File: config.mk
export PLATFORM = sky130hd
export DESIGN_NAME = sfcd_decoder
export DESIGN_NICKNAME = d
export VERILOG_FILES = /design/src/hw/sfcd_pkg.sv /design/src/hw/sfcd_pin_sync.sv /design/src/hw/sfcd_decoder.sv
export SDC_FILE = /design/constraint.sdc
export NUM_CORES = 1
export LEC_CHECK = 0
export BUFFER_PORTS_ARGS = -buffer_cell sky130_fd_sc_hd__buf_2
export CAP_MARGIN = 20
export CORE_MARGIN = 3
export CORE_UTILIZATION = 40
export DETAILED_ROUTE_END_ITERATION = 10
export MAX_ROUTING_LAYER = met4
export PLACE_DENSITY = 0.63
export SLEW_MARGIN = 20
export SYNTH_ARGS = -nofsm -noshare
export SYNTH_HDL_FRONTEND = slang
export SYNTH_SLANG_ARGS = --single-unit
File: constraint.sdc
create_clock -name mclk -period 6 [get_ports mclk]
set_clock_uncertainty 0.15 [all_clocks]
set_input_delay 1.8 -clock mclk [delete_from_list [all_inputs] [get_ports mclk]]
set_output_delay 1.8 -clock mclk [all_outputs]
set_load 0.005 [all_outputs]
File: src/hw/sfcd_pkg.sv
package sfcd_pkg;

  // opcodes, sent msb first
  localparam logic [7:0] OP_READ_STATUS   = 8'h05;
  localparam logic [7:0] OP_READ_FLAG     = 8'h70;
  localparam logic [7:0] OP_READ_CONFIG   = 8'hb5;
  localparam logic [7:0] OP_READ_BYTES    = 8'h03;
  localparam logic [7:0] OP_FAST_READ     = 8'h0b;
  localparam logic [7:0] OP_FAST_READ_DL  = 8'hbb;
  localparam logic [7:0] OP_FAST_READ_QL  = 8'heb;
  localparam logic [7:0] OP_WRITE_ENABLE  = 8'h06;
  localparam logic [7:0] OP_WRITE_DISABLE = 8'h04;
  localparam logic [7:0] OP_WRITE_STATUS  = 8'h01;
  localparam logic [7:0] OP_WRITE_CONFIG  = 8'hb1;
  localparam logic [7:0] OP_WRITE_BYTES   = 8'h02;
  localparam logic [7:0] OP_WRITE_DL      = 8'hd2;
  localparam logic [7:0] OP_WRITE_QL      = 8'h12;
  localparam logic [7:0] OP_WRITE_QL_ALT  = 8'h38;
  localparam logic [7:0] OP_ERASE_BULK    = 8'hc7;
  localparam logic [7:0] OP_ERASE_SECTOR  = 8'hd8;
  localparam logic [7:0] OP_WIDE_ENTRY    = 8'hb7;
  localparam logic [7:0] OP_WIDE_EXIT     = 8'he9;

  // address lengths in bits
  localparam logic [5:0] ADDR_BITS_NARROW = 6'h18;
  localparam logic [5:0] ADDR_BITS_WIDE   = 6'h20;

  // dummy cycles
  localparam logic [3:0] DUMMY_DEFAULT    = 4'h8;
  localparam logic [3:0] DUMMY_DEFAULT_QL = 4'ha;
  localparam int         CFG_DUMMY_LSB    = 12;

  // register bit positions and reset values
  localparam int          STAT_BUSY_BIT   = 0;
  localparam int          STAT_WEL_BIT    = 1;
  localparam int          FLAG_READY_BIT  = 7;
  localparam int          FLAG_WIDE_BIT   = 0;
  localparam logic [15:0] CFG_RESET       = 16'hffff;
  localparam logic [5:0]  STAT_USER_RESET = 6'h00;
  localparam logic [8:0]  PAGE_BYTES      = 9'h100;

  // slow read clock ceiling; host side limit, not checked here
  localparam int READ_BYTES_FMAX_MHZ = 50;

  // kinds of self-timed operation handed out at deselect
  typedef enum logic [2:0] {
    SFCD_KIND_NONE   = 3'b000,
    SFCD_KIND_PAGE   = 3'b001,
    SFCD_KIND_STATUS = 3'b010,
    SFCD_KIND_CONFIG = 3'b011,
    SFCD_KIND_BULK   = 3'b100,
    SFCD_KIND_SECTOR = 3'b101
  } sfcd_kind_t;

  typedef enum logic [2:0] {
    SFCD_ST_OPCODE  = 3'b000,
    SFCD_ST_ADDR    = 3'b001,
    SFCD_ST_DUMMY   = 3'b010,
    SFCD_ST_OUT     = 3'b011,
    SFCD_ST_DATA_IN = 3'b100,
    SFCD_ST_IGNORE  = 3'b101
  } sfcd_state_t;

endpackage : sfcd_pkg

File: src/hw/sfcd_pin_sync.sv
`timescale 1ns/1ns
// two-stage synchronisers for the pins, plus serial clock edge pulses
module sfcd_pin_sync (
  input  wire logic       mclk,
  input  wire logic       reset,
  input  wire logic [2:0] pins_in,
  output logic      [2:0] pins_sync,
  output logic            clk_rise,
  output logic            clk_fall
);

  logic [2:0] stage1_reg;
  logic       clk_prev_reg;

  genvar gi;
  generate
    for (gi = 0; gi < 3; gi++) begin : g_sync
      always_ff @(posedge mclk) begin
        if (reset) begin
          stage1_reg[gi] <= (gi == 0) ? 1'b1 : 1'b0;
          pins_sync[gi]  <= (gi == 0) ? 1'b1 : 1'b0;
        end else begin
          stage1_reg[gi] <= pins_in[gi];
          pins_sync[gi]  <= stage1_reg[gi];
        end
      end
    end
  endgenerate

  // edges are found on the second stage only
  always_ff @(posedge mclk) begin
    if (reset) begin
      clk_prev_reg <= 1'b0;
    end else begin
      clk_prev_reg <= pins_sync[1];
    end
  end

  assign clk_rise = pins_sync[1] & ~clk_prev_reg;
  assign clk_fall = ~pins_sync[1] & clk_prev_reg;

endmodule : sfcd_pin_sync

File: src/hw/sfcd_decoder.sv
`timescale 1ns/1ns
// How it works
// - opcode bits arrive on serial_in_line msb first
// - status and flag reads take no address, no dummy, return bytes
// - status and data reads repeat output bytes until deselect
// - configuration read returns two bytes of the 16-bit value
// - after sixteen configuration bits the output line is held at zero
// - plain read has address, no dummy; host keeps clock at or below 50 MHz
// - address latched on rising edges, data out msb first on falling edges
// - three address bytes in narrow mode, four in wide mode
// - read address advances per byte and wraps to zero
// - data read opcodes are ignored while a write or erase runs; status, flag and config reads still answer
// - fast reads take address then dummy cycles, data repeats
// - dummy count configurable, default 8, or 10 for quad
// - write enable sets the latch
// - write disable or completed self-timed operation clears the latch
// - page write takes 1 to 256 bytes, last 256 win
// - dual and quad page writes take address and 1 to 256 bytes
// - wide entry and exit opcodes carry no address or data
// - flag bit 0 shows wide addressing mode
// - flag bit 7 is zero while busy, one when ready
module sfcd_decoder (
  input  wire logic        mclk,
  input  wire logic        reset,
  input  wire logic        chip_select_n,
  input  wire logic        serial_clock,
  input  wire logic        serial_in_line,
  output logic             serial_out_line,
  output logic             serial_out_en_n,
  output logic             mem_rd_req,
  output logic      [31:0] mem_rd_addr,
  input  wire logic [7:0]  mem_rd_data,
  output logic             page_wr_valid,
  output logic      [31:0] page_wr_addr,
  output logic      [7:0]  page_wr_data,
  output logic             op_start,
  output logic      [2:0]  op_kind,
  output logic      [31:0] op_addr,
  input  wire logic        op_busy,
  input  wire logic        op_done,
  output logic             wide_mode,
  output logic             write_enable_latch,
  output logic      [15:0] config_value
);

  logic [2:0] pins_sync;
  logic       clk_rise;
  logic       clk_fall;

  sfcd_pin_sync u_sync (
    .mclk      (mclk),
    .reset     (reset),
    .pins_in   ({serial_in_line, serial_clock, chip_select_n}),
    .pins_sync (pins_sync),
    .clk_rise  (clk_rise),
    .clk_fall  (clk_fall)
  );

  logic cs_n_s;
  logic din_s;
  assign cs_n_s = pins_sync[0];
  assign din_s  = pins_sync[2];

  sfcd_pkg::sfcd_state_t state_reg;
  logic [7:0]  opcode_reg;
  logic [7:0]  in_shift_reg;
  logic [5:0]  bit_cnt_reg;
  logic [31:0] addr_reg;
  logic [3:0]  dummy_left_reg;
  logic [8:0]  byte_cnt_reg;
  logic [7:0]  page_off_reg;
  logic [7:0]  out_shift_reg;
  logic [2:0]  out_bit_cnt_reg;
  logic [1:0]  out_byte_idx_reg;
  logic        load_pending_reg;
  logic        load_now_reg;
  logic        erase_armed_reg;
  logic [15:0] cfg_shadow_reg;
  logic [5:0]  stat_user_reg;
  logic [5:0]  stat_shadow_reg;
  logic        cs_n_d_reg;

  logic [7:0]  rx_byte;
  logic        byte_done;
  logic [5:0]  addr_bits;
  logic        addr_done;
  logic [3:0]  dummy_cnt;
  logic [31:0] addr_inc;
  logic        is_read_op;
  logic        is_page_op;
  logic        deselect_edge;
  logic [7:0]  status_byte;
  logic [7:0]  flag_byte;

  assign rx_byte   = {in_shift_reg[6:0], din_s};
  assign byte_done = clk_rise && (bit_cnt_reg[2:0] == 3'h7);
  assign addr_bits = wide_mode ? sfcd_pkg::ADDR_BITS_WIDE : sfcd_pkg::ADDR_BITS_NARROW;
  assign addr_done = clk_rise && (bit_cnt_reg == addr_bits - 6'h01);
  assign is_read_op = (rx_byte == sfcd_pkg::OP_READ_BYTES) || (rx_byte == sfcd_pkg::OP_FAST_READ) ||
                      (rx_byte == sfcd_pkg::OP_FAST_READ_DL) || (rx_byte == sfcd_pkg::OP_FAST_READ_QL);
  assign is_page_op = (opcode_reg == sfcd_pkg::OP_WRITE_BYTES) || (opcode_reg == sfcd_pkg::OP_WRITE_DL) ||
                      (opcode_reg == sfcd_pkg::OP_WRITE_QL) || (opcode_reg == sfcd_pkg::OP_WRITE_QL_ALT);
  assign deselect_edge = cs_n_s && !cs_n_d_reg;

  // field values 0 and f select the defaults
  always_comb begin
    dummy_cnt = config_value[sfcd_pkg::CFG_DUMMY_LSB +: 4];
    if (dummy_cnt == 4'h0 || dummy_cnt == 4'hf) begin
      dummy_cnt = (opcode_reg == sfcd_pkg::OP_FAST_READ_QL) ? sfcd_pkg::DUMMY_DEFAULT_QL
                                                            : sfcd_pkg::DUMMY_DEFAULT;
    end
  end

  // narrow mode wraps inside 24 bits
  assign addr_inc = wide_mode ? addr_reg + 32'h1 : {8'h00, addr_reg[23:0] + 24'h1};

  assign status_byte = {stat_user_reg, write_enable_latch, op_busy};
  assign flag_byte   = {!op_busy, 6'h00, wide_mode};

  always_ff @(posedge mclk) begin
    if (reset) begin
      cs_n_d_reg <= 1'b1;
    end else begin
      cs_n_d_reg <= cs_n_s;
    end
  end

  // command decode and input shifting
  always_ff @(posedge mclk) begin
    if (reset) begin
      state_reg      <= sfcd_pkg::SFCD_ST_OPCODE;
      opcode_reg     <= 8'h00;
      in_shift_reg   <= 8'h00;
      bit_cnt_reg    <= 6'h00;
      dummy_left_reg <= 4'h0;
    end else if (cs_n_s) begin
      state_reg   <= sfcd_pkg::SFCD_ST_OPCODE;
      bit_cnt_reg <= 6'h00;
    end else if (clk_rise) begin
      in_shift_reg <= rx_byte;
      bit_cnt_reg  <= bit_cnt_reg + 6'h01;
      case (state_reg)
        sfcd_pkg::SFCD_ST_OPCODE: begin
          if (byte_done) begin
            opcode_reg  <= rx_byte;
            bit_cnt_reg <= 6'h00;
            state_reg   <= sfcd_pkg::SFCD_ST_IGNORE;
            if (rx_byte == sfcd_pkg::OP_READ_STATUS || rx_byte == sfcd_pkg::OP_READ_FLAG ||
                rx_byte == sfcd_pkg::OP_READ_CONFIG) begin
              state_reg <= sfcd_pkg::SFCD_ST_OUT;
            end else if (is_read_op) begin
              if (!op_busy) begin
                state_reg <= sfcd_pkg::SFCD_ST_ADDR;
              end
            end else if (write_enable_latch) begin
              case (rx_byte)
                sfcd_pkg::OP_WRITE_BYTES, sfcd_pkg::OP_WRITE_DL, sfcd_pkg::OP_WRITE_QL,
                sfcd_pkg::OP_WRITE_QL_ALT, sfcd_pkg::OP_ERASE_SECTOR: begin
                  state_reg <= sfcd_pkg::SFCD_ST_ADDR;
                end
                sfcd_pkg::OP_WRITE_STATUS, sfcd_pkg::OP_WRITE_CONFIG: begin
                  state_reg <= sfcd_pkg::SFCD_ST_DATA_IN;
                end
                default: begin
                  state_reg <= sfcd_pkg::SFCD_ST_IGNORE;
                end
              endcase
            end
          end
        end
        sfcd_pkg::SFCD_ST_ADDR: begin
          if (addr_done) begin
            bit_cnt_reg    <= 6'h00;
            dummy_left_reg <= dummy_cnt;
            case (opcode_reg)
              sfcd_pkg::OP_READ_BYTES:   state_reg <= sfcd_pkg::SFCD_ST_OUT;
              sfcd_pkg::OP_ERASE_SECTOR: state_reg <= sfcd_pkg::SFCD_ST_IGNORE;
              sfcd_pkg::OP_FAST_READ, sfcd_pkg::OP_FAST_READ_DL,
              sfcd_pkg::OP_FAST_READ_QL: state_reg <= sfcd_pkg::SFCD_ST_DUMMY;
              default:                   state_reg <= sfcd_pkg::SFCD_ST_DATA_IN;
            endcase
          end
        end
        sfcd_pkg::SFCD_ST_DUMMY: begin
          dummy_left_reg <= dummy_left_reg - 4'h1;
          if (dummy_left_reg == 4'h1) begin
            state_reg <= sfcd_pkg::SFCD_ST_OUT;
          end
        end
        sfcd_pkg::SFCD_ST_OUT, sfcd_pkg::SFCD_ST_DATA_IN, sfcd_pkg::SFCD_ST_IGNORE: begin
          state_reg <= state_reg;
        end
        default: begin
          state_reg <= sfcd_pkg::SFCD_ST_IGNORE;
        end
      endcase
    end
  end

  // address capture and advance
  always_ff @(posedge mclk) begin
    if (reset) begin
      addr_reg     <= 32'h0;
      page_off_reg <= 8'h00;
    end else if (!cs_n_s && clk_rise && state_reg == sfcd_pkg::SFCD_ST_OPCODE) begin
      addr_reg <= 32'h0;
    end else if (!cs_n_s && clk_rise && state_reg == sfcd_pkg::SFCD_ST_ADDR) begin
      addr_reg     <= {addr_reg[30:0], din_s};
      page_off_reg <= {addr_reg[6:0], din_s};
    end else if (mem_rd_req) begin
      addr_reg <= addr_inc;
    end else if (page_wr_valid) begin
      page_off_reg <= page_off_reg + 8'h01;
    end
  end

  // entering output state or finishing a byte schedules the next load
  logic start_out;
  assign start_out = !cs_n_s && clk_rise &&
                     ((state_reg == sfcd_pkg::SFCD_ST_OPCODE && byte_done &&
                       (rx_byte == sfcd_pkg::OP_READ_STATUS || rx_byte == sfcd_pkg::OP_READ_FLAG ||
                        rx_byte == sfcd_pkg::OP_READ_CONFIG)) ||
                      (state_reg == sfcd_pkg::SFCD_ST_ADDR && addr_done &&
                       opcode_reg == sfcd_pkg::OP_READ_BYTES) ||
                      (state_reg == sfcd_pkg::SFCD_ST_DUMMY && dummy_left_reg == 4'h1));

  // memory requests are one-cycle pulses; data is taken the next cycle
  always_ff @(posedge mclk) begin
    if (reset) begin
      mem_rd_req       <= 1'b0;
      mem_rd_addr      <= 32'h0;
      load_pending_reg <= 1'b0;
      load_now_reg     <= 1'b0;
    end else begin
      mem_rd_req       <= 1'b0;
      load_pending_reg <= 1'b0;
      // second stage waits out the one-cycle memory latency
      load_now_reg     <= load_pending_reg;
      if (!cs_n_s && (start_out || (state_reg == sfcd_pkg::SFCD_ST_OUT && clk_fall &&
                                    out_bit_cnt_reg == 3'h7))) begin
        load_pending_reg <= 1'b1;
        if (opcode_reg != sfcd_pkg::OP_READ_STATUS && opcode_reg != sfcd_pkg::OP_READ_FLAG &&
            opcode_reg != sfcd_pkg::OP_READ_CONFIG && state_reg != sfcd_pkg::SFCD_ST_OPCODE) begin
          mem_rd_req  <= 1'b1;
          // last address bit reaches addr_reg only at this same edge
          mem_rd_addr <= (state_reg == sfcd_pkg::SFCD_ST_ADDR) ? {addr_reg[30:0], din_s} : addr_reg;
        end
      end
    end
  end

  // output shifter: changes on falling serial clock edges
  always_ff @(posedge mclk) begin
    if (reset) begin
      out_shift_reg    <= 8'h00;
      out_bit_cnt_reg  <= 3'h0;
      out_byte_idx_reg <= 2'h0;
      serial_out_line  <= 1'b0;
      serial_out_en_n  <= 1'b1;
    end else if (cs_n_s) begin
      out_bit_cnt_reg  <= 3'h0;
      out_byte_idx_reg <= 2'h0;
      serial_out_en_n  <= 1'b1;
    end else begin
      if (load_now_reg) begin
        case (opcode_reg)
          sfcd_pkg::OP_READ_STATUS: out_shift_reg <= status_byte;
          sfcd_pkg::OP_READ_FLAG:   out_shift_reg <= flag_byte;
          sfcd_pkg::OP_READ_CONFIG: begin
            case (out_byte_idx_reg)
              2'h0:    out_shift_reg <= config_value[7:0];
              2'h1:    out_shift_reg <= config_value[15:8];
              default: out_shift_reg <= 8'h00;
            endcase
          end
          default: out_shift_reg <= mem_rd_data;
        endcase
      end else if (clk_fall && state_reg == sfcd_pkg::SFCD_ST_OUT) begin
        serial_out_line <= out_shift_reg[7];
        serial_out_en_n <= 1'b0;
        out_shift_reg   <= {out_shift_reg[6:0], 1'b0};
        out_bit_cnt_reg <= out_bit_cnt_reg + 3'h1;
        if (out_bit_cnt_reg == 3'h7 && out_byte_idx_reg != 2'h3) begin
          out_byte_idx_reg <= out_byte_idx_reg + 2'h1;
        end
      end
    end
  end

  // incoming data bytes: page loads and register shadows
  always_ff @(posedge mclk) begin
    if (reset) begin
      page_wr_valid   <= 1'b0;
      page_wr_addr    <= 32'h0;
      page_wr_data    <= 8'h00;
      byte_cnt_reg    <= 9'h000;
      cfg_shadow_reg  <= sfcd_pkg::CFG_RESET;
      stat_shadow_reg <= sfcd_pkg::STAT_USER_RESET;
    end else begin
      page_wr_valid <= 1'b0;
      if (cs_n_s) begin
        if (!deselect_edge) begin
          byte_cnt_reg <= 9'h000;
        end
      end else if (byte_done && state_reg == sfcd_pkg::SFCD_ST_DATA_IN) begin
        if (byte_cnt_reg != sfcd_pkg::PAGE_BYTES) begin
          byte_cnt_reg <= byte_cnt_reg + 9'h001;
        end
        if (is_page_op) begin
          // offset wraps in the page, so later bytes overwrite earlier ones
          page_wr_valid <= 1'b1;
          page_wr_addr  <= {addr_reg[31:8], page_off_reg};
          page_wr_data  <= rx_byte;
        end else if (opcode_reg == sfcd_pkg::OP_WRITE_STATUS && byte_cnt_reg == 9'h000) begin
          stat_shadow_reg <= rx_byte[7:2];
        end else if (opcode_reg == sfcd_pkg::OP_WRITE_CONFIG) begin
          if (byte_cnt_reg == 9'h000) begin
            cfg_shadow_reg[7:0] <= rx_byte;
          end else if (byte_cnt_reg == 9'h001) begin
            cfg_shadow_reg[15:8] <= rx_byte;
          end
        end
      end
    end
  end

  // erase commands are armed at the end of their opcode or address
  always_ff @(posedge mclk) begin
    if (reset || cs_n_s) begin
      erase_armed_reg <= 1'b0;
    end else if ((byte_done && state_reg == sfcd_pkg::SFCD_ST_OPCODE &&
                  rx_byte == sfcd_pkg::OP_ERASE_BULK && write_enable_latch) ||
                 (addr_done && state_reg == sfcd_pkg::SFCD_ST_ADDR &&
                  opcode_reg == sfcd_pkg::OP_ERASE_SECTOR)) begin
      erase_armed_reg <= 1'b1;
    end
  end

  // self-timed work starts at deselect, only for complete commands
  always_ff @(posedge mclk) begin
    if (reset) begin
      op_start      <= 1'b0;
      op_kind       <= sfcd_pkg::SFCD_KIND_NONE;
      op_addr       <= 32'h0;
      config_value  <= sfcd_pkg::CFG_RESET;
      stat_user_reg <= sfcd_pkg::STAT_USER_RESET;
    end else begin
      op_start <= 1'b0;
      if (deselect_edge) begin
        op_addr <= addr_reg;
        if (erase_armed_reg) begin
          op_start <= 1'b1;
          op_kind  <= (opcode_reg == sfcd_pkg::OP_ERASE_BULK) ? sfcd_pkg::SFCD_KIND_BULK
                                                              : sfcd_pkg::SFCD_KIND_SECTOR;
        end else if (state_reg == sfcd_pkg::SFCD_ST_DATA_IN && byte_cnt_reg != 9'h000) begin
          if (is_page_op) begin
            op_start <= 1'b1;
            op_kind  <= sfcd_pkg::SFCD_KIND_PAGE;
          end else if (opcode_reg == sfcd_pkg::OP_WRITE_STATUS) begin
            op_start      <= 1'b1;
            op_kind       <= sfcd_pkg::SFCD_KIND_STATUS;
            stat_user_reg <= stat_shadow_reg;
          end else if (byte_cnt_reg[8:1] != 8'h00) begin
            op_start     <= 1'b1;
            op_kind      <= sfcd_pkg::SFCD_KIND_CONFIG;
            config_value <= cfg_shadow_reg;
          end
        end
      end
    end
  end

  // write enable latch and addressing mode
  logic opcode_seen;
  assign opcode_seen = !cs_n_s && byte_done && state_reg == sfcd_pkg::SFCD_ST_OPCODE;

  always_ff @(posedge mclk) begin
    if (reset) begin
      write_enable_latch <= 1'b0;
    end else if (opcode_seen && rx_byte == sfcd_pkg::OP_WRITE_ENABLE) begin
      write_enable_latch <= 1'b1;
    end else if ((opcode_seen && rx_byte == sfcd_pkg::OP_WRITE_DISABLE) || op_done) begin
      write_enable_latch <= 1'b0;
    end
  end

  always_ff @(posedge mclk) begin
    if (reset) begin
      wide_mode <= 1'b0;
    end else if (opcode_seen && write_enable_latch) begin
      if (rx_byte == sfcd_pkg::OP_WIDE_ENTRY) begin
        wide_mode <= 1'b1;
      end else if (rx_byte == sfcd_pkg::OP_WIDE_EXIT) begin
        wide_mode <= 1'b0;
      end
    end
  end
endmodule : sfcd_decoder

==> impl_summary.log, run 1 <==
INFO  metric worst-slew-pin-transition = 1.12 ns
INFO  metric postRouteWirelength = 33,100 um
INFO  metric setup_violators_final = 0
INFO  metric final-max-slew-violation-count = 0
INFO  metric async_flop_share = 0
INFO  metric path_cells = or3b_2 > buf_4 > or4_1 > o21a_1 > o211ai_2 > buf_4 > and2_4 > a211oi_2
INFO  metric rsz_0062_raised_after_global_routing = no
INFO  metric synth_enable_flop_cells = 0
INFO  metric chipHeight = 179 um
INFO  metric wl_per_cell = 17.6 um
INFO  metric global_route_wire_length_before_repair = 52,100 um
INFO  metric clock_tree.buffer_depth = 3
INFO  metric drive_above_1_share = 0.171
INFO  metric max_cap_viol_count = 0
INFO  metric setup_slack = 2.10 ns
INFO  metric synth_seq_area_share = 0.431
INFO  metric postSynthRegisterBits = 259
INFO  metric crit_path_max_incr_delay = 0.72 ns
INFO  metric cts_resized = 0
INFO  metric vias_per_cell = 5.52
INFO  metric ir_drop = 0.000182 V
INFO  metric dieWidth = 179 um
INFO  metric critPathSlowestCell = sky130_fd_sc_hd__or4_1
INFO  metric nets = 1,502
INFO  metric vias_in_the_first_global_route = 9,462
INFO  metric power = 3.61 mW
INFO  metric type_of_the_worst_setup_path = reg -> reg
INFO  metric critPathTopFamily = simple AND/OR/NAND/NOR gates
INFO  metric fin_cells = 1,877
INFO  metric pin_count = 145
INFO  metric timing.critical_path.to_type = flip-flop
INFO  metric critPathMostFrequentCell = sky130_fd_sc_hd__buf_4
INFO  metric regArea = 5180 um^2
INFO  metric finish.utilization = 0.472
INFO  metric drcViolationCount = 0
INFO  metric design_area_final = 13,800 um^2
INFO  metric ctsRootBufferMaster = sky130_fd_sc_hd__clkbuf_16
INFO  metric numPortBuffers = 144
INFO  metric antenna_cells_inserted = 0
INFO  metric first_iter_violations = 766
INFO  metric placed_cells_incl_taps = 1,827
INFO  metric core_region_area = 29,200 um^2
INFO  metric pre_cts_slack = 2.13 ns
INFO  metric worst_setup_hold_path_clk_slew = 0.06 ns
INFO  metric avgSynthCellArea = 8.47 um^2
INFO  metric cp-start-kind = flip-flop
INFO  metric start_util = 0.412
INFO  metric die_area = 32,200 um^2
INFO  metric worst_ep_required_time = 6.23 ns
INFO  metric timing.critical_path.fanout_max = 39
INFO  metric worst_hold_path_type = reg -> reg
INFO  metric pin_count_of_the_biggest_net_entering_global_routing = 90
INFO  metric grt_util_all_layers = 0.205
INFO  metric antenna_found_initial = 0
INFO  metric cts-buffers-inserted = 28
INFO  metric grt-ovfl-total = 0
INFO  metric crit_buf_inv = 2
INFO  metric fmaxAchievable = 256 MHz
INFO  metric worst_skew_pair.late_latency = 0.54 ns
INFO  metric power_per_cell_area = 262 nW/um^2
INFO  metric tritoncts_clock_tree = yes
INFO  metric final.setup.tns = 0 ns
INFO  metric gp_routability_congestion = 0.834
INFO  metric post_synth_inst_count = 1,420
INFO  metric layout.filler_cells = 2,886
INFO  metric core.rowCount = 62
INFO  metric cts_sinks = 259
INFO  metric multi_input_area = 6200 um^2
INFO  metric outcome = complete, no violations
INFO  metric max_slew_headroom = 0.249
INFO  metric hpwlAfterDp = 21,900 um
INFO  metric dr.pass1.iters = 5
INFO  metric syn-num-nets = 1,449
INFO  metric leakage = 5.06 nW
INFO  metric final_period_minus_worst_setup_slack = 3.90 ns
INFO  metric worst_hold_slack = 0.264 ns
INFO  metric area_growth = 14.5%
INFO  metric synth.cell_area = 12,000 um^2
INFO  metric post-route-period-util = 0.650
INFO  metric synth_ff_type = sky130_fd_sc_hd__dfxtp_1
INFO  metric yosysWarningCount = 0
INFO  metric placement.cell_area = 12,800 um^2
INFO  metric ant_nets = 0
INFO  metric timing_hold_violations_final = 0
INFO  metric htree_levels = 1
INFO  metric hold_buffers = 0
INFO  metric timing.critical_path.arrival = 4.14 ns
INFO  metric routed-via-count = 10,356
INFO  metric synth_cell_type_count = 73
INFO  metric cts_setup_buffers = 0
==> synthesized netlist by cell type, types with 3 or more instances <==
cell type / count / share of area
sky130_fd_sc_hd__and2_1: 4 / 0.0021
sky130_fd_sc_hd__xnor2_1: 18 / 0.013
sky130_fd_sc_hd__nand3b_1: 6 / 0.0037
sky130_fd_sc_hd__and3_1: 8 / 0.0042
sky130_fd_sc_hd__buf_1: 8 / 0.0025
sky130_fd_sc_hd__nand2_1: 146 / 0.046
sky130_fd_sc_hd__clkbuf_1: 105 / 0.033
sky130_fd_sc_hd__o211ai_1: 5 / 0.0031
sky130_fd_sc_hd__buf_6: 6 / 0.0056
sky130_fd_sc_hd__a211o_1: 16 / 0.012
sky130_fd_sc_hd__nor4b_1: 3 / 0.0022
sky130_fd_sc_hd__ha_1: 14 / 0.015
sky130_fd_sc_hd__and4_1: 4 / 0.0029
sky130_fd_sc_hd__a22oi_1: 18 / 0.011
sky130_fd_sc_hd__a211oi_2: 30 / 0.031
sky130_fd_sc_hd__a31oi_1: 5 / 0.0026
sky130_fd_sc_hd__inv_1: 20 / 0.0062
sky130_fd_sc_hd__nor2_1: 164 / 0.051
sky130_fd_sc_hd__nand2b_1: 10 / 0.0052
sky130_fd_sc_hd__nand3_1: 51 / 0.021
sky130_fd_sc_hd__or2_1: 3 / 0.0016
sky130_fd_sc_hd__a211oi_1: 15 / 0.0094
sky130_fd_sc_hd__nand4_1: 21 / 0.011
sky130_fd_sc_hd__or3_1: 5 / 0.0026
sky130_fd_sc_hd__nor2b_1: 24 / 0.012
sky130_fd_sc_hd__o21ai_1: 14 / 0.0058
sky130_fd_sc_hd__or3b_1: 3 / 0.0022
sky130_fd_sc_hd__nor3_1: 36 / 0.015
sky130_fd_sc_hd__o21ai_0: 29 / 0.012
sky130_fd_sc_hd__mux2i_1: 89 / 0.074
sky130_fd_sc_hd__xor2_1: 12 / 0.0087
sky130_fd_sc_hd__nor3b_1: 10 / 0.0062
sky130_fd_sc_hd__nand4bb_1: 3 / 0.0028
sky130_fd_sc_hd__buf_2: 14 / 0.0058
sky130_fd_sc_hd__or4_1: 7 / 0.0044
sky130_fd_sc_hd__nor4_1: 8 / 0.0042
sky130_fd_sc_hd__a21oi_1: 154 / 0.064
sky130_fd_sc_hd__dfxtp_1: 259 / 0.43
sky130_fd_sc_hd__o22ai_1: 10 / 0.0052
sky130_fd_sc_hd__nand4b_1: 5 / 0.0036
sky130_fd_sc_hd__a21o_1: 5 / 0.0031
sky130_fd_sc_hd__o2bb2ai_1: 6 / 0.0044
sky130_fd_sc_hd__or2_2: 5 / 0.0026
==> layer usage <==
metal	share of wire	vias to the layer above	wire (um)	GRT usage
met2	0.47	291	15500	0.323
met3	0.055	59	1830	0.0249
met1	0.45	4897	14800	0.275
met4	0.029	0	967	0.0651
met5	0	-	0	-
li1	-	5109	-	-
==> cell families (layout without fill, tap and decap cells) <==
| kind of cell | after synthesis | count (layout) | share of synthesized area |
|---|---|---|---|
| fa+ha+maj | 14 | 14 | 0.0146 |
| simple gates | 540 | 540 | 0.221 |
| mux | 90 | 90 | 0.0750 |
| buf+inv | 156 | 229 | 0.0545 |
| xor+xnor | 30 | 30 | 0.0219 |
| compound gates | 331 | 331 | 0.182 |
| flops | 259 | 259 | 0.431 |
==> path summary, 6_finish.rpt <==
path | slack, ns | startpoint | cells after the start | to
worst max register to register | 2.10 | state_reg[0] | 8 | mem_rd_addr[17]
worst min-delay path | 0.26 | u_sync.stage1_reg[0] | 1 | u_sync.pins_sync[0]
worst min register to register | 0.26 | u_sync.stage1_reg[0] | 1 | u_sync.pins_sync[0]
worst max-delay path | 2.10 | state_reg[0] | 8 | mem_rd_addr[17]
==> worst register-to-register path, stage by stage, from the launching register on <==
cell	delay [ns]
sky130_fd_sc_hd__dfxtp_1	0.59
sky130_fd_sc_hd__or3b_2	0.48
sky130_fd_sc_hd__buf_4	0.32
sky130_fd_sc_hd__or4_1	0.72
sky130_fd_sc_hd__o21a_1	0.24
sky130_fd_sc_hd__o211ai_2	0.06
sky130_fd_sc_hd__buf_4	0.40
sky130_fd_sc_hd__and2_4	0.62
sky130_fd_sc_hd__a211oi_2	0.15
==> area by class of cell <==
type,instances,area share
clock inverter,10,0.0121
clock buffer,40,0.0600
sequential,259,0.377
multi-input combinational,1005,0.450
inverter,21,0.00573
tap,384,0.0349
timing repair buffer,158,0.0604
==> cells in the final DEF, fill, tap and decap left out, drive strengths merged, types with 5 or more instances in the layout <==
cell type	synthesis	routed
nand3b	6	6
nor3	38	38
a211o	16	16
clkbuf	105	40
nand2	146	146
nand3	51	51
o211ai	6	6
buf	30	158
ha	14	14
or4	8	8
nand4b	5	5
mux2i	89	89
nand4	21	21
and3	8	8
dfxtp	259	259
nor3b	13	13
xnor2	18	18
clkinv	1	5
o22ai	10	10
nor2b	24	24
nor2	164	164
or2	8	8
a211oi	45	45
nor4	9	9
a22oi	18	18
and2	5	5
o21ai	43	43
or3	5	5
a31oi	5	5
xor2	12	12
a21oi	154	154
inv	20	20
a21o	5	5
o2bb2ai	6	6
nand2b	10	10
==> power by group <==
part           switching (mW)  total, mW  leakage (nW)  internal, mW
sequential            0.00239       1.72          2.09          1.72
combinational          0.0435     0.0551          2.49        0.0116
clock                   0.701       1.83         0.483          1.13
No activity file was read; power rests on OpenSTA's default activity.
==> inputs of run 2 (changes only) <==
==> constraint.sdc (replaced) <==
create_clock -name mclk -period 3.7 [get_ports mclk]
set_clock_uncertainty 0.15 [all_clocks]
set_input_delay 1.11 -clock mclk [delete_from_list [all_inputs] [get_ports mclk]]
set_output_delay 1.11 -clock mclk [all_outputs]
set_load 0.005 [all_outputs]
==> impl_summary.log, run 2 (synthesis results as in run 1) <==
INFO  metric ctsRootBufferMaster = sky130_fd_sc_hd__clkbuf_16
INFO  metric power = 5.66 mW (+57%)
INFO  metric pin_count = 145 (unchanged)
INFO  metric setup_violators_final = 0 (unchanged)
INFO  metric routedLengthMet1 = 14,800 um (-0.24%)
INFO  metric r2r.worst_path.cells = 6 (-2)
INFO  metric drive_above_1_share = 0.171 (+0.000308)
INFO  metric max_slew_headroom = 0.473 (+0.223)
INFO  metric layout.filler_cells = 2,904 (+0.62%)
INFO  metric final_period_minus_worst_setup_slack = 3.08 ns (-0.819 ns)
INFO  metric nets = 1,510 (+0.53%)
INFO  metric r2r-start = state_reg[0]
INFO  metric cts-buffers-inserted = 28 (unchanged)
INFO  metric dr.max_layer_used = met4
INFO  metric leakage = 5.05 nW (-0.25%)
INFO  metric grt-ovfl-total = 0 (unchanged)
INFO  metric core_region_area = 29,200 um^2 (unchanged)
INFO  metric dieWidth = 179 um (unchanged)
INFO  metric ir_drop = 0.000278 V (+53%)
INFO  metric hpwlAfterDp = 22,100 um (+0.74%)
INFO  metric clock_tree.buffer_depth = 3 (unchanged)
INFO  metric timing.critical_path.arrival = 3.32 ns (-0.82 ns)
INFO  metric multi_input_area = 6190 um^2 (-0.16%)
INFO  metric outcome = complete, no violations
INFO  metric cts_sinks = 259 (unchanged)
INFO  metric worst_skew_pair.late_latency = 0.54 ns (about the same)
INFO  metric area_growth = 14.3%
INFO  metric global_route_wire_length_before_repair = 52,100 um (about the same)
INFO  metric cellInternalPower = 4.45 mW (+56%)
INFO  metric hold_end = u_sync.pins_sync[0]
INFO  metric final.setup.tns = 0 ns (unchanged)
INFO  metric dr_wl_met3 = 1760 um (-3.9%)
INFO  metric core.rowCount = 62 (unchanged)
INFO  metric fin_cells = 1,886 (+0.48%)
INFO  metric fmaxAchievable = 324 MHz (+27%)
INFO  metric sw_frac_of_total = 0.214 (+0.00712)
INFO  metric postRouteWirelength = 33,000 um (-0.23%)
INFO  metric type_of_the_worst_setup_path = reg -> reg
INFO  metric pin_count_of_the_biggest_net_entering_global_routing = 66 (-27%)
INFO  metric tritoncts_clock_tree = yes
INFO  metric post-route-period-util = 0.833 (+0.183)
INFO  metric vias_in_the_first_global_route = 9,620 (+1.7%)
INFO  metric ant_nets = 0 (unchanged)
INFO  metric power_frac_clock = 0.491 (-0.016)
INFO  metric power_share_of_the_sequential_group = 0.494 (+0.016)
INFO  metric mostFrequentLayoutCells = 259 x sky130_fd_sc_hd__dfxtp_1, 163 x sky130_fd_sc_hd__nor2_1, 154 x sky130_fd_sc_hd__a21oi_1
INFO  metric layout.cells.most_common = sky130_fd_sc_hd__dfxtp_1
INFO  metric min-delay-start = u_sync.stage1_reg[0]
INFO  metric final-max-slew-violation-count = 0 (unchanged)
INFO  metric power_per_cell_area = 412 nW/um^2 (+57%)
INFO  metric worst_ep_required_time = 3.94 ns (-2.29 ns)
INFO  metric cp-start-kind = flip-flop
INFO  metric p_comb_frac = 0.015 (about the same)
INFO  metric worst_setup_path_startpoint = state_reg[0]
INFO  metric regToRegEndpoint = mem_rd_addr[15]
INFO  metric cts_setup_buffers = 0 (unchanged)
INFO  metric grt_util_all_layers = 0.205 (about the same)
INFO  metric timing_hold_violations_final = 0 (unchanged)
INFO  metric hold_path_depth = 1 (unchanged)
INFO  metric regArea = 5180 um^2 (unchanged)
INFO  metric start_util = 0.412 (unchanged)
INFO  metric max_cap_viol_count = 0 (unchanged)
INFO  metric worst_setup_hold_path_clk_slew = 0.06 ns (about the same)
INFO  metric timing.critical_path.to_type = flip-flop
INFO  metric vias_per_cell = 5.56 (+0.69%)
INFO  metric power.net_switching = 1.21 mW (+62%)
INFO  metric crit_path_max_incr_delay = 0.65 ns (-0.07 ns)
INFO  metric worst_hold_path_type = reg -> reg
INFO  metric setup_slack = 0.616 ns (-1.48 ns)
INFO  metric placed_cells_incl_taps = 1,835 (+0.44%)
INFO  metric worst-slew-pin-transition = 0.791 ns (-0.330 ns)
INFO  metric pre_cts_slack = 0.626 ns (-1.50 ns)
INFO  metric antenna_found_initial = 0 (unchanged)
INFO  metric htree_levels = 1 (unchanged)
INFO  metric hold_buffers = 0 (unchanged)
INFO  metric finish.utilization = 0.471 (-0.000772)
INFO  metric antenna_cells_inserted = 0 (unchanged)
INFO  metric die_area = 32,200 um^2 (unchanged)
INFO  metric timing.critical_path.fanout_max = 33 (-15%)
INFO  metric wl_per_cell = 17.5 um (-0.70%)
INFO  metric chipHeight = 179 um (unchanged)
INFO  metric numPortBuffers = 144 (unchanged)
INFO  metric critPathSlowestCell = sky130_fd_sc_hd__or4_1
INFO  metric cts_resized = 0 (unchanged)
INFO  metric route.met2.wl = 15,300 um (-0.74%)
INFO  metric flop2flop_setup_slack = 0.62 ns (-1.48 ns)
INFO  metric path_cells = or3b_2 > or4_1 > o21a_1 > o211ai_2 > and2_4 > a211oi_2
INFO  metric gp_routability_congestion = 0.878 (+5.3%)
INFO  metric routed-via-count = 10,477 (+1.2%)
INFO  metric first_iter_violations = 719 (-6.1%)
INFO  metric rsz_0062_raised_after_global_routing = no
INFO  metric dr.pass1.iters = 6 (+1)
INFO  metric drcViolationCount = 0 (unchanged)
-- run 2: cell count changes in the layout (fill, tap and decap cells not counted), moves of 2 or more --
cell	change
sky130_fd_sc_hd__clkinvlp_4	-2
sky130_fd_sc_hd__buf_4	+7
sky130_fd_sc_hd__clkbuf_8	-5
sky130_fd_sc_hd__bufinv_16	-2
sky130_fd_sc_hd__clkbuf_1	+6
sky130_fd_sc_hd__clkinv_2	+2
-- run 2: per-stage QoR --
stage	instance area (um^2)	hold slack, ns
after floorplan	12000	0.239
after global placement	12800	0.246
after detailed placement	12800	0.244
after CTS	13700	0.259
after global routing	13700	0.273
final	13700	0.257
-- run 2: worst max-delay path by stage --
stage                       to  slack [ns]
6_report       mem_rd_addr[15]        0.62
4_1_cts        mem_rd_addr[20]        0.59
3_5_place_dp   mem_rd_addr[25]        0.63
2_1_floorplan  mem_rd_addr[10]        1.22
5_1_grt        mem_rd_addr[29]        0.44
3_3_place_gp   mem_rd_addr[21]        0.73
-- run 2: critical path: cells and delay by family, from the launching register on --
kind	cells	cell delay [ns]
simple gates	3	1.72
compound gates	3	0.46
flops	1	0.59
-- run 2: area by class of cell --
cell class / instances / share of cell area
clock inverter: 9 / 0.00747
multi-input combinational: 1005 / 0.450
sequential: 259 / 0.377
clock buffer: 42 / 0.0585
tap: 384 / 0.0350
inverter: 21 / 0.00574
timing repair buffer: 166 / 0.0658
-- run 2: power by group through the flow --
stage	sequential [mW]	clock [mW]	combinational, mW
floorplan	2.86	0	0.0629
global placement	2.86	0	0.0878
detailed placement	2.86	0	0.0881
CTS	2.80	2.83	0.0883
global route	2.80	2.94	0.0952
finish	2.80	2.78	0.0873
-- run 2: routing by layer --
metal / vias up / global-route usage
met1: 4959 / 0.272
met4: 0 / 0.0686
li1: 5117 / -
met5: - / -
met3: 79 / 0.0240
met2: 322 / 0.326
